`src/include/sdr_pkg.sv`:
```
// Purpose: shared constants and types for the bank interleaving block
// Assumes: commands and data sampled on the rising edge of core_clk
// Notes:   timing figures are in ns and turned into cycle counts here
package sdr_pkg;
    localparam int TCK_NS = 100;
    localparam int TWR_NS = 15;
    localparam int TRP_NS = 20;
    localparam int TWR_RAW = (TWR_NS + TCK_NS - 1) / TCK_NS;
    localparam int TRP_RAW = (TRP_NS + TCK_NS - 1) / TCK_NS;
    localparam int TWR_CYC = (TWR_RAW < 1) ? 1 : TWR_RAW;
    localparam int TRP_CYC = (TRP_RAW < 1) ? 1 : TRP_RAW;

    localparam int NBANK = 4;
    localparam int BA_W = 2;
    localparam int ADDR_W = 12;
    localparam int DQ_W = 16;
    localparam int COL_W = 8;
    localparam int LEN_W = 9;
    localparam int CNT_W = 4;

    localparam logic [CNT_W-1:0] TWR_CNT = CNT_W'(TWR_CYC);
    localparam logic [CNT_W-1:0] TRP_CNT = CNT_W'(TRP_CYC);
    localparam logic [CNT_W-1:0] CNT_ONE = 4'h1;
    localparam logic [CNT_W-1:0] CNT_ZERO = 4'h0;

    // Command codes as {ras_n, cas_n, we_n}
    localparam logic [2:0] CMD_LOAD_MODE = 3'h0;
    localparam logic [2:0] CMD_REFRESH = 3'h1;
    localparam logic [2:0] CMD_PRECHARGE = 3'h2;
    localparam logic [2:0] CMD_ACTIVE = 3'h3;
    localparam logic [2:0] CMD_WRITE = 3'h4;
    localparam logic [2:0] CMD_READ = 3'h5;
    localparam logic [2:0] CMD_BURST_STOP = 3'h6;
    localparam logic [2:0] CMD_NO_OPERATION = 3'h7;

    localparam int AUTO_PRECHARGE_ADDRESS_BIT = 10;

    // Mode word layout
    localparam int MODE_BL_LSB = 0;
    localparam int MODE_CL_LSB = 4;
    localparam int MODE_WB_BIT = 9;
    localparam logic [ADDR_W-1:0] MODE_RESET = 12'h020;
    localparam logic [2:0] CL_THREE = 3'h3;

    localparam logic [LEN_W-1:0] LEN_ONE = 9'h001;
    localparam logic [LEN_W-1:0] PAGE_LEN = 9'h100;
    localparam logic [COL_W-1:0] PAGE_MASK = 8'hFF;

    typedef enum logic [2:0] {
        SDR_IDLE = 3'b001,
        SDR_ACT = 3'b010,
        SDR_PRE = 3'b100
    } sdr_bank_e;

    typedef struct packed {
        logic cs_n;
        logic ras_n;
        logic cas_n;
        logic we_n;
        logic [BA_W-1:0] ba;
        logic [ADDR_W-1:0] addr;
    } sdr_cmd_s;

    typedef struct packed {
        logic [BA_W-1:0] ba;
        logic [COL_W-1:0] col;
        logic [DQ_W-1:0] data;
    } sdr_wword_s;

    function automatic logic [LEN_W-1:0] sdr_burst_len(input logic [2:0] c);
        case (c)
            3'h0: sdr_burst_len = 9'h001;
            3'h1: sdr_burst_len = 9'h002;
            3'h2: sdr_burst_len = 9'h004;
            3'h3: sdr_burst_len = 9'h008;
            3'h7: sdr_burst_len = PAGE_LEN;
            default: sdr_burst_len = 9'h001;
        endcase
    endfunction
endpackage

```
`src/hdl/sdr_fifo.sv`:
```
// Purpose: write data buffer between the pins and the array
// Assumes: single clock, synchronous active-low reset
// Notes:   depth must be a power of two
`timescale 1ns/1ps
module sdr_fifo #(
    parameter int WIDTH = 34,
    parameter int DEPTH = 32
) (
    // Clock and reset
    input wire logic core_clk,
    input wire logic rst_n,
    input wire logic clk_en,
    // Fill side
    input wire logic in_valid,
    output logic in_ready,
    input wire logic [WIDTH-1:0] in_data,
    // Drain side
    output logic out_valid,
    input wire logic out_ready,
    output logic [WIDTH-1:0] out_data
);
    localparam int AW = $clog2(DEPTH);

    logic [WIDTH-1:0] mem [DEPTH];
    logic [AW:0] wr_ptr;
    logic [AW:0] rd_ptr;
    logic [AW:0] next_wr_ptr;
    logic [AW:0] next_rd_ptr;
    logic push;
    logic pop;

    assign in_ready = !((wr_ptr[AW] != rd_ptr[AW]) &&
        (wr_ptr[AW-1:0] == rd_ptr[AW-1:0]));
    assign out_valid = wr_ptr != rd_ptr;
    assign out_data = mem[rd_ptr[AW-1:0]];
    assign push = in_valid && in_ready;
    assign pop = out_valid && out_ready;

    always_comb begin
        next_wr_ptr = push ? wr_ptr + 1'b1 : wr_ptr;
        next_rd_ptr = pop ? rd_ptr + 1'b1 : rd_ptr;
    end

    always_ff @(posedge core_clk) begin
        if (!rst_n) begin
            wr_ptr <= '0;
            rd_ptr <= '0;
        end else if (clk_en) begin
            wr_ptr <= next_wr_ptr;
            rd_ptr <= next_rd_ptr;
        end
    end

    always_ff @(posedge core_clk) begin
        if (clk_en && push) begin
            mem[wr_ptr[AW-1:0]] <= in_data;
        end
    end
endmodule

```
`src/hdl/sdr_bank_ctl.sv`:
```
// Purpose: four-bank access engine with concurrent auto precharge
// Assumes: controller keeps its own timing; commands are synchronous
// Notes:
// Notes on behaviour
// - A READ to another bank cuts a running auto-precharge write burst.
// - Read data appears CAS latency after the READ edge.
// - After a READ cut the old bank precharges once write recovery has run.
// - A write cut by a READ stores last the word taken one clock before it.
// - A WRITE to another bank cuts a running auto-precharge write burst.
// - After a WRITE cut the old bank precharges once write recovery has run.
// - After a WRITE cut the word on the new WRITE edge goes to the new bank.
// - Any command sampled with chip select high is a no-operation command.
// - An auto-precharge access precharges its row once the burst ends.
// - An access to another bank is taken while auto precharge still runs.
`timescale 1ns/1ps
module sdr_bank_ctl #(
    parameter int MEM_COL_W = 4,
    parameter int FIFO_DEPTH = 32
) (
    // Clock, reset, enable
    input wire logic core_clk,
    input wire logic rst_n,
    input wire logic clk_en,
    // Command pins
    input wire sdr_pkg::sdr_cmd_s cmd,
    // Data pins
    input wire logic [sdr_pkg::DQ_W-1:0] dq_in,
    output logic [sdr_pkg::DQ_W-1:0] dq_out,
    output logic dq_oe_n,
    // Status
    output logic wr_ready,
    output logic [sdr_pkg::NBANK-1:0] bank_idle
);
    localparam int NB = sdr_pkg::NBANK;
    localparam int MEM_W = sdr_pkg::BA_W + MEM_COL_W;
    localparam int TWR_D = sdr_pkg::TWR_CYC;
    localparam int TRP_D = sdr_pkg::TRP_CYC;

    // Decode
    logic [2:0] op;
    logic ap_req;
    logic rd_acc;
    logic wr_acc;
    logic new_acc;
    logic all_idle;

    // Mode
    logic [sdr_pkg::ADDR_W-1:0] mode_reg;
    logic [sdr_pkg::ADDR_W-1:0] next_mode_reg;
    logic [sdr_pkg::LEN_W-1:0] bl_len;
    logic [sdr_pkg::LEN_W-1:0] len;
    logic [2:0] cl;

    // Burst engine
    logic bst_on, bst_wr, bst_ap;
    logic [sdr_pkg::BA_W-1:0] bst_bank;
    logic [sdr_pkg::COL_W-1:0] bst_col, bst_mask;
    logic [sdr_pkg::LEN_W-1:0] bst_left;
    logic next_bst_on, next_bst_wr, next_bst_ap;
    logic [sdr_pkg::BA_W-1:0] next_bst_bank;
    logic [sdr_pkg::COL_W-1:0] next_bst_col, next_bst_mask;
    logic [sdr_pkg::LEN_W-1:0] next_bst_left;
    logic stop;
    logic beat_on, beat_wr;
    logic [sdr_pkg::BA_W-1:0] beat_bank;
    logic [sdr_pkg::COL_W-1:0] beat_col;
    logic int_on, int_wr, end_on, end_wr;
    logic [sdr_pkg::BA_W-1:0] int_bank, end_bank;

    // Banks
    sdr_pkg::sdr_bank_e bank_state [NB];
    sdr_pkg::sdr_bank_e next_bank_state [NB];
    logic [sdr_pkg::CNT_W-1:0] wcnt [NB];
    logic [sdr_pkg::CNT_W-1:0] next_wcnt [NB];
    logic [sdr_pkg::CNT_W-1:0] rcnt [NB];
    logic [sdr_pkg::CNT_W-1:0] next_rcnt [NB];
    logic [NB-1:0] ap_pend, next_ap_pend, pre_go;

    // Data path
    sdr_pkg::sdr_wword_s fifo_in, fifo_out;
    logic fifo_in_valid, fifo_out_valid, fifo_out_ready;
    logic [sdr_pkg::DQ_W-1:0] mem [2**MEM_W];
    logic [sdr_pkg::DQ_W-1:0] pipe_d [2];
    logic [sdr_pkg::DQ_W-1:0] next_pipe_d [2];
    logic [1:0] pipe_v, next_pipe_v;
    logic [sdr_pkg::DQ_W-1:0] next_dq_out;
    logic next_dq_oe_n;

    assign op = cmd.cs_n ? sdr_pkg::CMD_NO_OPERATION
        : {cmd.ras_n, cmd.cas_n, cmd.we_n};
    assign ap_req = cmd.addr[sdr_pkg::AUTO_PRECHARGE_ADDRESS_BIT];
    // Other banks may still run auto precharge
    assign rd_acc = (op == sdr_pkg::CMD_READ) &&
        (bank_state[cmd.ba] == sdr_pkg::SDR_ACT);
    assign wr_acc = (op == sdr_pkg::CMD_WRITE) &&
        (bank_state[cmd.ba] == sdr_pkg::SDR_ACT);
    assign new_acc = rd_acc || wr_acc;
    assign cl = mode_reg[sdr_pkg::MODE_CL_LSB +: 3];
    assign bl_len =
        sdr_pkg::sdr_burst_len(mode_reg[sdr_pkg::MODE_BL_LSB +: 3]);
    assign len = (wr_acc && mode_reg[sdr_pkg::MODE_WB_BIT])
        ? sdr_pkg::LEN_ONE : bl_len;
    assign stop = (op == sdr_pkg::CMD_BURST_STOP) ||
        ((op == sdr_pkg::CMD_PRECHARGE) && bst_on &&
        (ap_req || cmd.ba == bst_bank));

    always_comb begin
        all_idle = !bst_on;
        for (int b = 0; b < NB; b++) begin
            bank_idle[b] = bank_state[b] == sdr_pkg::SDR_IDLE;
            all_idle = all_idle && bank_idle[b];
        end
    end

    // Mode word taken whenever all banks idle and no burst runs, refresh done or not
    always_comb begin
        next_mode_reg = mode_reg;
        if (op == sdr_pkg::CMD_LOAD_MODE && all_idle) begin
            next_mode_reg = cmd.addr;
        end
    end

    always_comb begin
        next_bst_on = bst_on;
        next_bst_wr = bst_wr;
        next_bst_ap = bst_ap;
        next_bst_bank = bst_bank;
        next_bst_col = bst_col;
        next_bst_mask = bst_mask;
        next_bst_left = bst_left;
        beat_on = 1'b0;
        beat_wr = bst_wr;
        beat_bank = bst_bank;
        beat_col = bst_col;
        int_on = 1'b0;
        int_wr = bst_wr;
        int_bank = bst_bank;
        end_on = 1'b0;
        end_wr = bst_wr;
        end_bank = bst_bank;
        if (new_acc) begin
            // Old burst cut here; its data on this edge is not stored
            int_on = bst_on && bst_ap && (cmd.ba != bst_bank);
            beat_on = 1'b1;
            beat_wr = wr_acc;
            beat_bank = cmd.ba;
            beat_col = cmd.addr[sdr_pkg::COL_W-1:0];
            next_bst_on = len != sdr_pkg::LEN_ONE;
            next_bst_wr = wr_acc;
            next_bst_ap = ap_req;
            next_bst_bank = cmd.ba;
            next_bst_mask = (len == sdr_pkg::PAGE_LEN) ? sdr_pkg::PAGE_MASK
                : sdr_pkg::COL_W'(len - sdr_pkg::LEN_ONE);
            next_bst_col = (beat_col & ~next_bst_mask) |
                ((beat_col + 8'h01) & next_bst_mask);
            next_bst_left = len - sdr_pkg::LEN_ONE;
            end_on = ap_req && (len == sdr_pkg::LEN_ONE);
            end_wr = wr_acc;
            end_bank = cmd.ba;
        end else if (bst_on && !stop) begin
            beat_on = 1'b1;
            next_bst_col = (bst_col & ~bst_mask) |
                ((bst_col + 8'h01) & bst_mask);
            if (bst_mask != sdr_pkg::PAGE_MASK) begin
                next_bst_left = bst_left - sdr_pkg::LEN_ONE;
                if (bst_left == sdr_pkg::LEN_ONE) begin
                    next_bst_on = 1'b0;
                    end_on = bst_ap;
                end
            end
        end else if (stop) begin
            next_bst_on = 1'b0;
        end
    end

    always_comb begin
        for (int b = 0; b < NB; b++) begin
            next_bank_state[b] = bank_state[b];
            next_wcnt[b] = wcnt[b];
            next_rcnt[b] = rcnt[b];
            next_ap_pend[b] = ap_pend[b];
            pre_go[b] = (bank_state[b] == sdr_pkg::SDR_ACT) &&
                (wcnt[b] == sdr_pkg::CNT_ONE);
            case (bank_state[b])
                sdr_pkg::SDR_IDLE: begin
                    if (op == sdr_pkg::CMD_ACTIVE &&
                        cmd.ba == sdr_pkg::BA_W'(b)) begin
                        next_bank_state[b] = sdr_pkg::SDR_ACT;
                    end
                end
                sdr_pkg::SDR_ACT: begin
                    if (new_acc && cmd.ba == sdr_pkg::BA_W'(b)) begin
                        next_ap_pend[b] = ap_req;
                    end
                    if (pre_go[b]) begin
                        next_wcnt[b] = sdr_pkg::CNT_ZERO;
                        next_bank_state[b] = sdr_pkg::SDR_PRE;
                        next_rcnt[b] = sdr_pkg::TRP_CNT;
                    end else if (wcnt[b] != sdr_pkg::CNT_ZERO) begin
                        next_wcnt[b] = wcnt[b] - sdr_pkg::CNT_ONE;
                    end
                    if ((int_on && int_bank == sdr_pkg::BA_W'(b)) ||
                        (end_on && end_bank == sdr_pkg::BA_W'(b))) begin
                        next_ap_pend[b] = 1'b0;
                        if ((int_on && int_wr) || (end_on && end_wr)) begin
                            next_wcnt[b] = sdr_pkg::TWR_CNT;
                        end else begin
                            next_bank_state[b] = sdr_pkg::SDR_PRE;
                            next_rcnt[b] = sdr_pkg::TRP_CNT;
                        end
                    end
                    if (op == sdr_pkg::CMD_PRECHARGE && !ap_pend[b] &&
                        wcnt[b] == sdr_pkg::CNT_ZERO &&
                        (ap_req || cmd.ba == sdr_pkg::BA_W'(b))) begin
                        next_bank_state[b] = sdr_pkg::SDR_PRE;
                        next_rcnt[b] = sdr_pkg::TRP_CNT;
                    end
                end
                sdr_pkg::SDR_PRE: begin
                    // Row precharge time, then idle
                    if (rcnt[b] <= sdr_pkg::CNT_ONE) begin
                        next_bank_state[b] = sdr_pkg::SDR_IDLE;
                    end else begin
                        next_rcnt[b] = rcnt[b] - sdr_pkg::CNT_ONE;
                    end
                end
                default: begin
                    next_bank_state[b] = sdr_pkg::SDR_IDLE;
                end
            endcase
        end
    end

    // Write words queue up; array port is lent to reads when needed
    assign fifo_in_valid = beat_on && beat_wr;
    assign fifo_in = '{ba: beat_bank, col: beat_col, data: dq_in};
    assign fifo_out_ready = !(beat_on && !beat_wr);

    sdr_fifo #(
        .WIDTH($bits(sdr_pkg::sdr_wword_s)),
        .DEPTH(FIFO_DEPTH)
    ) u_wr_fifo (
        .core_clk(core_clk),
        .rst_n(rst_n),
        .clk_en(clk_en),
        .in_valid(fifo_in_valid),
        .in_ready(wr_ready),
        .in_data(fifo_in),
        .out_valid(fifo_out_valid),
        .out_ready(fifo_out_ready),
        .out_data(fifo_out)
    );

    always_ff @(posedge core_clk) begin
        if (clk_en && fifo_out_valid && fifo_out_ready) begin
            mem[{fifo_out.ba, fifo_out.col[MEM_COL_W-1:0]}] <= fifo_out.data;
        end
    end

    // Read pipe; output stage loaded at edge CL-1
    always_comb begin
        next_pipe_v[0] = beat_on && !beat_wr;
        next_pipe_d[0] = mem[{beat_bank, beat_col[MEM_COL_W-1:0]}];
        next_pipe_v[1] = pipe_v[0];
        next_pipe_d[1] = pipe_d[0];
        if (cl == sdr_pkg::CL_THREE) begin
            next_dq_oe_n = !pipe_v[1];
            next_dq_out = pipe_d[1];
        end else begin
            next_dq_oe_n = !pipe_v[0];
            next_dq_out = pipe_d[0];
        end
    end

    always_ff @(posedge core_clk) begin
        if (!rst_n) begin
            mode_reg <= sdr_pkg::MODE_RESET;
            bst_on <= 1'b0;
            bst_wr <= 1'b0;
            bst_ap <= 1'b0;
            bst_bank <= '0;
            bst_col <= '0;
            bst_mask <= '0;
            bst_left <= '0;
            ap_pend <= '0;
            pipe_v <= '0;
            pipe_d <= '{default: '0};
            dq_out <= '0;
            dq_oe_n <= 1'b1;
            for (int b = 0; b < NB; b++) begin
                bank_state[b] <= sdr_pkg::SDR_IDLE;
                wcnt[b] <= sdr_pkg::CNT_ZERO;
                rcnt[b] <= sdr_pkg::CNT_ZERO;
            end
        end else if (clk_en) begin
            mode_reg <= next_mode_reg;
            bst_on <= next_bst_on;
            bst_wr <= next_bst_wr;
            bst_ap <= next_bst_ap;
            bst_bank <= next_bst_bank;
            bst_col <= next_bst_col;
            bst_mask <= next_bst_mask;
            bst_left <= next_bst_left;
            ap_pend <= next_ap_pend;
            pipe_v <= next_pipe_v;
            pipe_d <= next_pipe_d;
            dq_out <= next_dq_out;
            dq_oe_n <= next_dq_oe_n;
            bank_state <= next_bank_state;
            wcnt <= next_wcnt;
            rcnt <= next_rcnt;
        end
    end

    cs_high_nop_a: assert property (@(posedge core_clk)
        disable iff (!rst_n || !clk_en)
        cmd.cs_n |=> $stable(mode_reg) && !$rose(bst_on))
        else $error("command with chip select high took effect");

    rd_lat_two_a: assert property (@(posedge core_clk)
        disable iff (!rst_n || !clk_en)
        rd_acc && cl != sdr_pkg::CL_THREE |-> ##2 !dq_oe_n)
        else $error("read data not out at latency two");

    rd_lat_three_a: assert property (@(posedge core_clk)
        disable iff (!rst_n || !clk_en)
        rd_acc && cl == sdr_pkg::CL_THREE |-> ##3 !dq_oe_n)
        else $error("read data not out at latency three");

    rd_cuts_write_a: assert property (@(posedge core_clk)
        disable iff (!rst_n || !clk_en)
        rd_acc && bst_on && bst_wr |=> !(bst_on && bst_wr))
        else $error("write burst kept running after read");

    rd_drops_data_a: assert property (@(posedge core_clk)
        disable iff (!rst_n || !clk_en)
        rd_acc |-> !fifo_in_valid)
        else $error("data stored on the read edge");

    wr_new_bank_a: assert property (@(posedge core_clk)
        disable iff (!rst_n || !clk_en)
        wr_acc |-> fifo_in_valid && fifo_in.ba == cmd.ba)
        else $error("new write edge data not for new bank");

    wr_cuts_write_a: assert property (@(posedge core_clk)
        disable iff (!rst_n || !clk_en)
        wr_acc && bst_on && bst_ap && cmd.ba != bst_bank
        |=> !bst_on || bst_bank == $past(cmd.ba))
        else $error("old write burst not cut by new write");

    rd_recovery_a: assert property (@(posedge core_clk)
        disable iff (!rst_n || !clk_en)
        int_on && int_wr && rd_acc |-> ##TWR_D (|pre_go))
        else $error("precharge not at write recovery after read");

    wr_recovery_a: assert property (@(posedge core_clk)
        disable iff (!rst_n || !clk_en)
        int_on && int_wr && wr_acc |-> ##TWR_D (|pre_go))
        else $error("precharge not at write recovery after write");

    pre_to_idle_a: assert property (@(posedge core_clk)
        disable iff (!rst_n || !clk_en)
        pre_go[1] |=> bank_state[1] == sdr_pkg::SDR_PRE
        ##TRP_D bank_state[1] == sdr_pkg::SDR_IDLE)
        else $error("bank one did not go idle after precharge");
endmodule

```
`config.mk`:
```
export PLATFORM = sky130hd
export DESIGN_NAME = sdr_bank_ctl
export DESIGN_NICKNAME = d
export VERILOG_FILES = /design/src/include/sdr_pkg.sv /design/src/hdl/sdr_fifo.sv /design/src/hdl/sdr_bank_ctl.sv
export SDC_FILE = /design/constraint.sdc
export NUM_CORES = 2
export LEC_CHECK = 0
export ABC_AREA = 1
export BUFFER_PORTS_ARGS = -buffer_cell sky130_fd_sc_hd__buf_4
export CAP_MARGIN = 20
export CORE_AREA = 5 5 388 390
export DETAILED_ROUTE_END_ITERATION = 8
export DIE_AREA = 0 0 393 395
export PLACE_DENSITY = 0.7
export SYNTH_ARGS = -nofsm -noshare
export SYNTH_HDL_FRONTEND = slang
export SYNTH_SLANG_ARGS = --single-unit
```
`constraint.sdc`:
```
create_clock -name core_clk -period 5.1 [get_ports core_clk]
set_clock_uncertainty 0.1 [all_clocks]
set_input_delay 0.255 -clock core_clk [delete_from_list [all_inputs] [get_ports core_clk]]
set_output_delay 0.255 -clock core_clk [all_outputs]
set_load 0.01 [all_outputs]
```
==> flow_summary.json <==
{
  "hold_viol_final": 0,
  "port-buffer-count": 55,
  "setup_slack_ns": 0.319,
  "cts_inserted_buffers": 187,
  "timing.final.crit_share": 0.938,
  "die_y_um": 395,
  "dp_hpwl_um": 116000,
  "grt_first_pass_wirelength_um": 318000,
  "multiInputGateArea_um2": 20000,
  "drive_above_1_share": 0.0799,
  "fin_cells": 9623,
  "via_per_inst": 5.82,
  "die_w_um": 393,
  "crit_arrival_ns": 5.17,
  "leakagePower_nw": 34.7,
  "mostFrequentLayoutCell": "edfxtp_1",
  "layout_common_cells": "edfxtp_1, nand2_1, nand3_1, inv_1, nor2_1",
  "relSlewSlack": 0.144,
  "die-area_um2": 155000,
  "drtAntennaViolNets": 0,
  "cts_tree": "built",
  "worstSkewPairLatency_ns": 0.83,
  "synth_top_family_by_area": "simple AND/OR/NAND/NOR gates",
  "postSynthAreaPerCell_um2": 10.7,
  "netlist_instances": 7446,
  "firstDrtPassIters": 6,
  "track_usage": 0.268,
  "cts.path.max_buffers": 3,
  "synth_fp_nets": 7516,
  "synth_compound_area_frac": 0.0681,
  "yosys_warnings": 0,
  "min_period_ns": 4.78,
  "grt_max_degree": 159,
  "seqCellArea_um2": 54900,
  "netlist_area_um2": 80000,
  "rsz0062_at_grt": "false",
  "final.setup.tns_ns": 0,
  "max_cap_viol_count": 0,
  "cts.sinks": 1876,
  "grt_pass1_vias": 53000,
  "synth-seq-cells": 1876,
  "setup-violations-final": 0,
  "critPathCaptureType": "flop",
  "cp_max_fo": 55,
  "status": "finished, final reports clean",
  "antenna_found_initial": 1,
  "vias": 56000,
  "fill_cells": 11300,
  "path_clk_slew_ns": 0.06,
  "crit_type": "flop to flop",
  "post-cts-setup-buffer-count": 0,
  "synthDistinctLibCells": 44,
  "initial_core_util": 0.545,
  "syn2layout_area_growth_pct": 12.6,
  "wire_per_inst_um": 21.9,
  "num_io_pins": 59,
  "min_path_type": "input port to flop",
  "vdd_ir_drop_max_v": 0.000316,
  "yosysSeqAreaShare": 0.686,
  "drt_iter0_markers": 6069,
  "largest_reg_flops": 1024,
  "drt-total-wl_um": 211000,
  "nNetsFinal": 7607,
  "worst_slew_pin_slew_ns": 1.28,
  "required_ns": 5.49,
  "dp_slack_ns": 0.470,
  "final_core_util": 0.613,
  "max_freq_mhz": 209,
  "rows": 141,
  "post-route-drc-count": 0,
  "fp.coreArea_um2": 147000,
  "final_area_um2": 90000,
  "gp_congestion": 0.875,
  "grt_overflow": 0,
  "htreeDepth": 4,
  "postPlaceCellArea_um2": 83600,
  "cts-root-buf": "clkbuf_16",
  "synth-simple-area-share": 0.169,
  "hold_start": "cmd[6]",
  "antenna_cells": 0,
  "synthMuxAreaShare": 0,
  "dp_cells": 9236,
  "critPathLaunchType": "flop",
  "maxSlewViolCount": 0,
  "synth_fa_ha_area_frac": 0.00516,
  "p_per_area_nw_per_um2": 355,
  "synth-xor-area-share": 0.00142
}
## Yosys cell counts, drive strengths merged
master | instances | area (um^2)
clkinv | 5 | 18.8
ha | 33 | 413
inv | 1003 | 3760
and3 | 2 | 12.5
nand2 | 1367 | 5140
a41oi | 1 | 8.76
o21ai | 556 | 2790
a32oi | 12 | 105
o31ai | 7 | 52.6
a31oi | 23 | 144
nand3b | 48 | 360
o22ai | 52 | 325
nor3 | 43 | 215
a31o | 1 | 8.76
clkbuf | 221 | 830
dfxtp | 148 | 2960
buf | 190 | 975
o211ai | 41 | 308
nor3b | 3 | 22.5
xor2 | 12 | 105
edfxtp | 1728 | 51900
nor2 | 651 | 2450
nor4 | 8 | 50.1
a211oi | 1 | 7.51
nand4 | 18 | 119
a21oi | 108 | 552
o221ai | 128 | 1120
xnor2 | 1 | 8.76
o311ai | 1 | 8.76
or2 | 1 | 6.26
o21a | 1 | 7.51
nand3 | 1031 | 5170
a2111oi | 1 | 8.76
## worst max-delay path, stage by stage (launching register included)
cell	delay, ns
dfxtp_4	0.75
buf_4	0.47
o21ai_0	0.18
o22ai_1	0.21
o21ai_0	0.09
o21ai_0	0.34
inv_1	0.07
o21ai_0	0.47
nand4_1	0.94
nor2_1	0.48
buf_4	0.32
## routing by layer
metal | routed length (um) | GRT usage | share of wire
met1 | 81800 | 0.363 | 0.39
met2 | 99300 | 0.429 | 0.47
met3 | 19200 | 0.0462 | 0.091
met4 | 10600 | 0.122 | 0.050
met5 | 0 | 0 | 0
## metrics by stage
stage / hold WS [ns] / power, mW
CTS: 0.0926 / 32.1
global placement: 0.334 / 18.7
finish: 0.161 / 32.0
floorplan: 0.254 / 18.2
detailed placement: 0.345 / 18.8
global route: 0.174 / 32.9
## timing repair
| action | 4_1_cts | 5_1_grt |
|---|---|---|
| hold buffers | 40 | 0 |
| resized for setup | 0 | 0 |
| hold endpoints to repair | 552 | 0 |
## cell type report
type / instances / area share
clock buffers: 242 / 0.0558
clock inverters: 103 / 0.0109
inverters: 1008 / 0.0422
multi-input cells: 4151 / 0.222
flip-flops and latches: 1876 / 0.609
well taps: 1930 / 0.0268
repair buffers: 313 / 0.0331
## logic make-up (layout without fill, tap and decap cells)
logic type,count (synthesis),after routing
AO/OA/AOI/OAI,933,933
XOR/XNOR,13,13
adder cells (fa/ha/maj),33,33
buffers and inverters,1419,1666
flip-flops,1876,1876
AND/OR/NAND/NOR,3172,3172
## power by group
| group | internal [mW] | switching [mW] | total, mW |
|---|---|---|---|
| clock network | 7.68 | 5.80 | 13.5 |
| registers | 16.9 | 0.0493 | 17.0 |
| logic | 0.398 | 1.14 | 1.53 |
| total | 25.0 | 6.98 | 32.0 |
## worst paths after layout
kind / endpoint / slack [ns] / cells after the start
max: mem[49][9] / 0.32 / 10
min: mode_reg[6] / 0.16 / 4
max reg2reg: mem[49][9] / 0.32 / 10
min reg2reg: mode_reg[6] / 0.35 / 2
No activity file was read; power rests on OpenSTA's default activity.
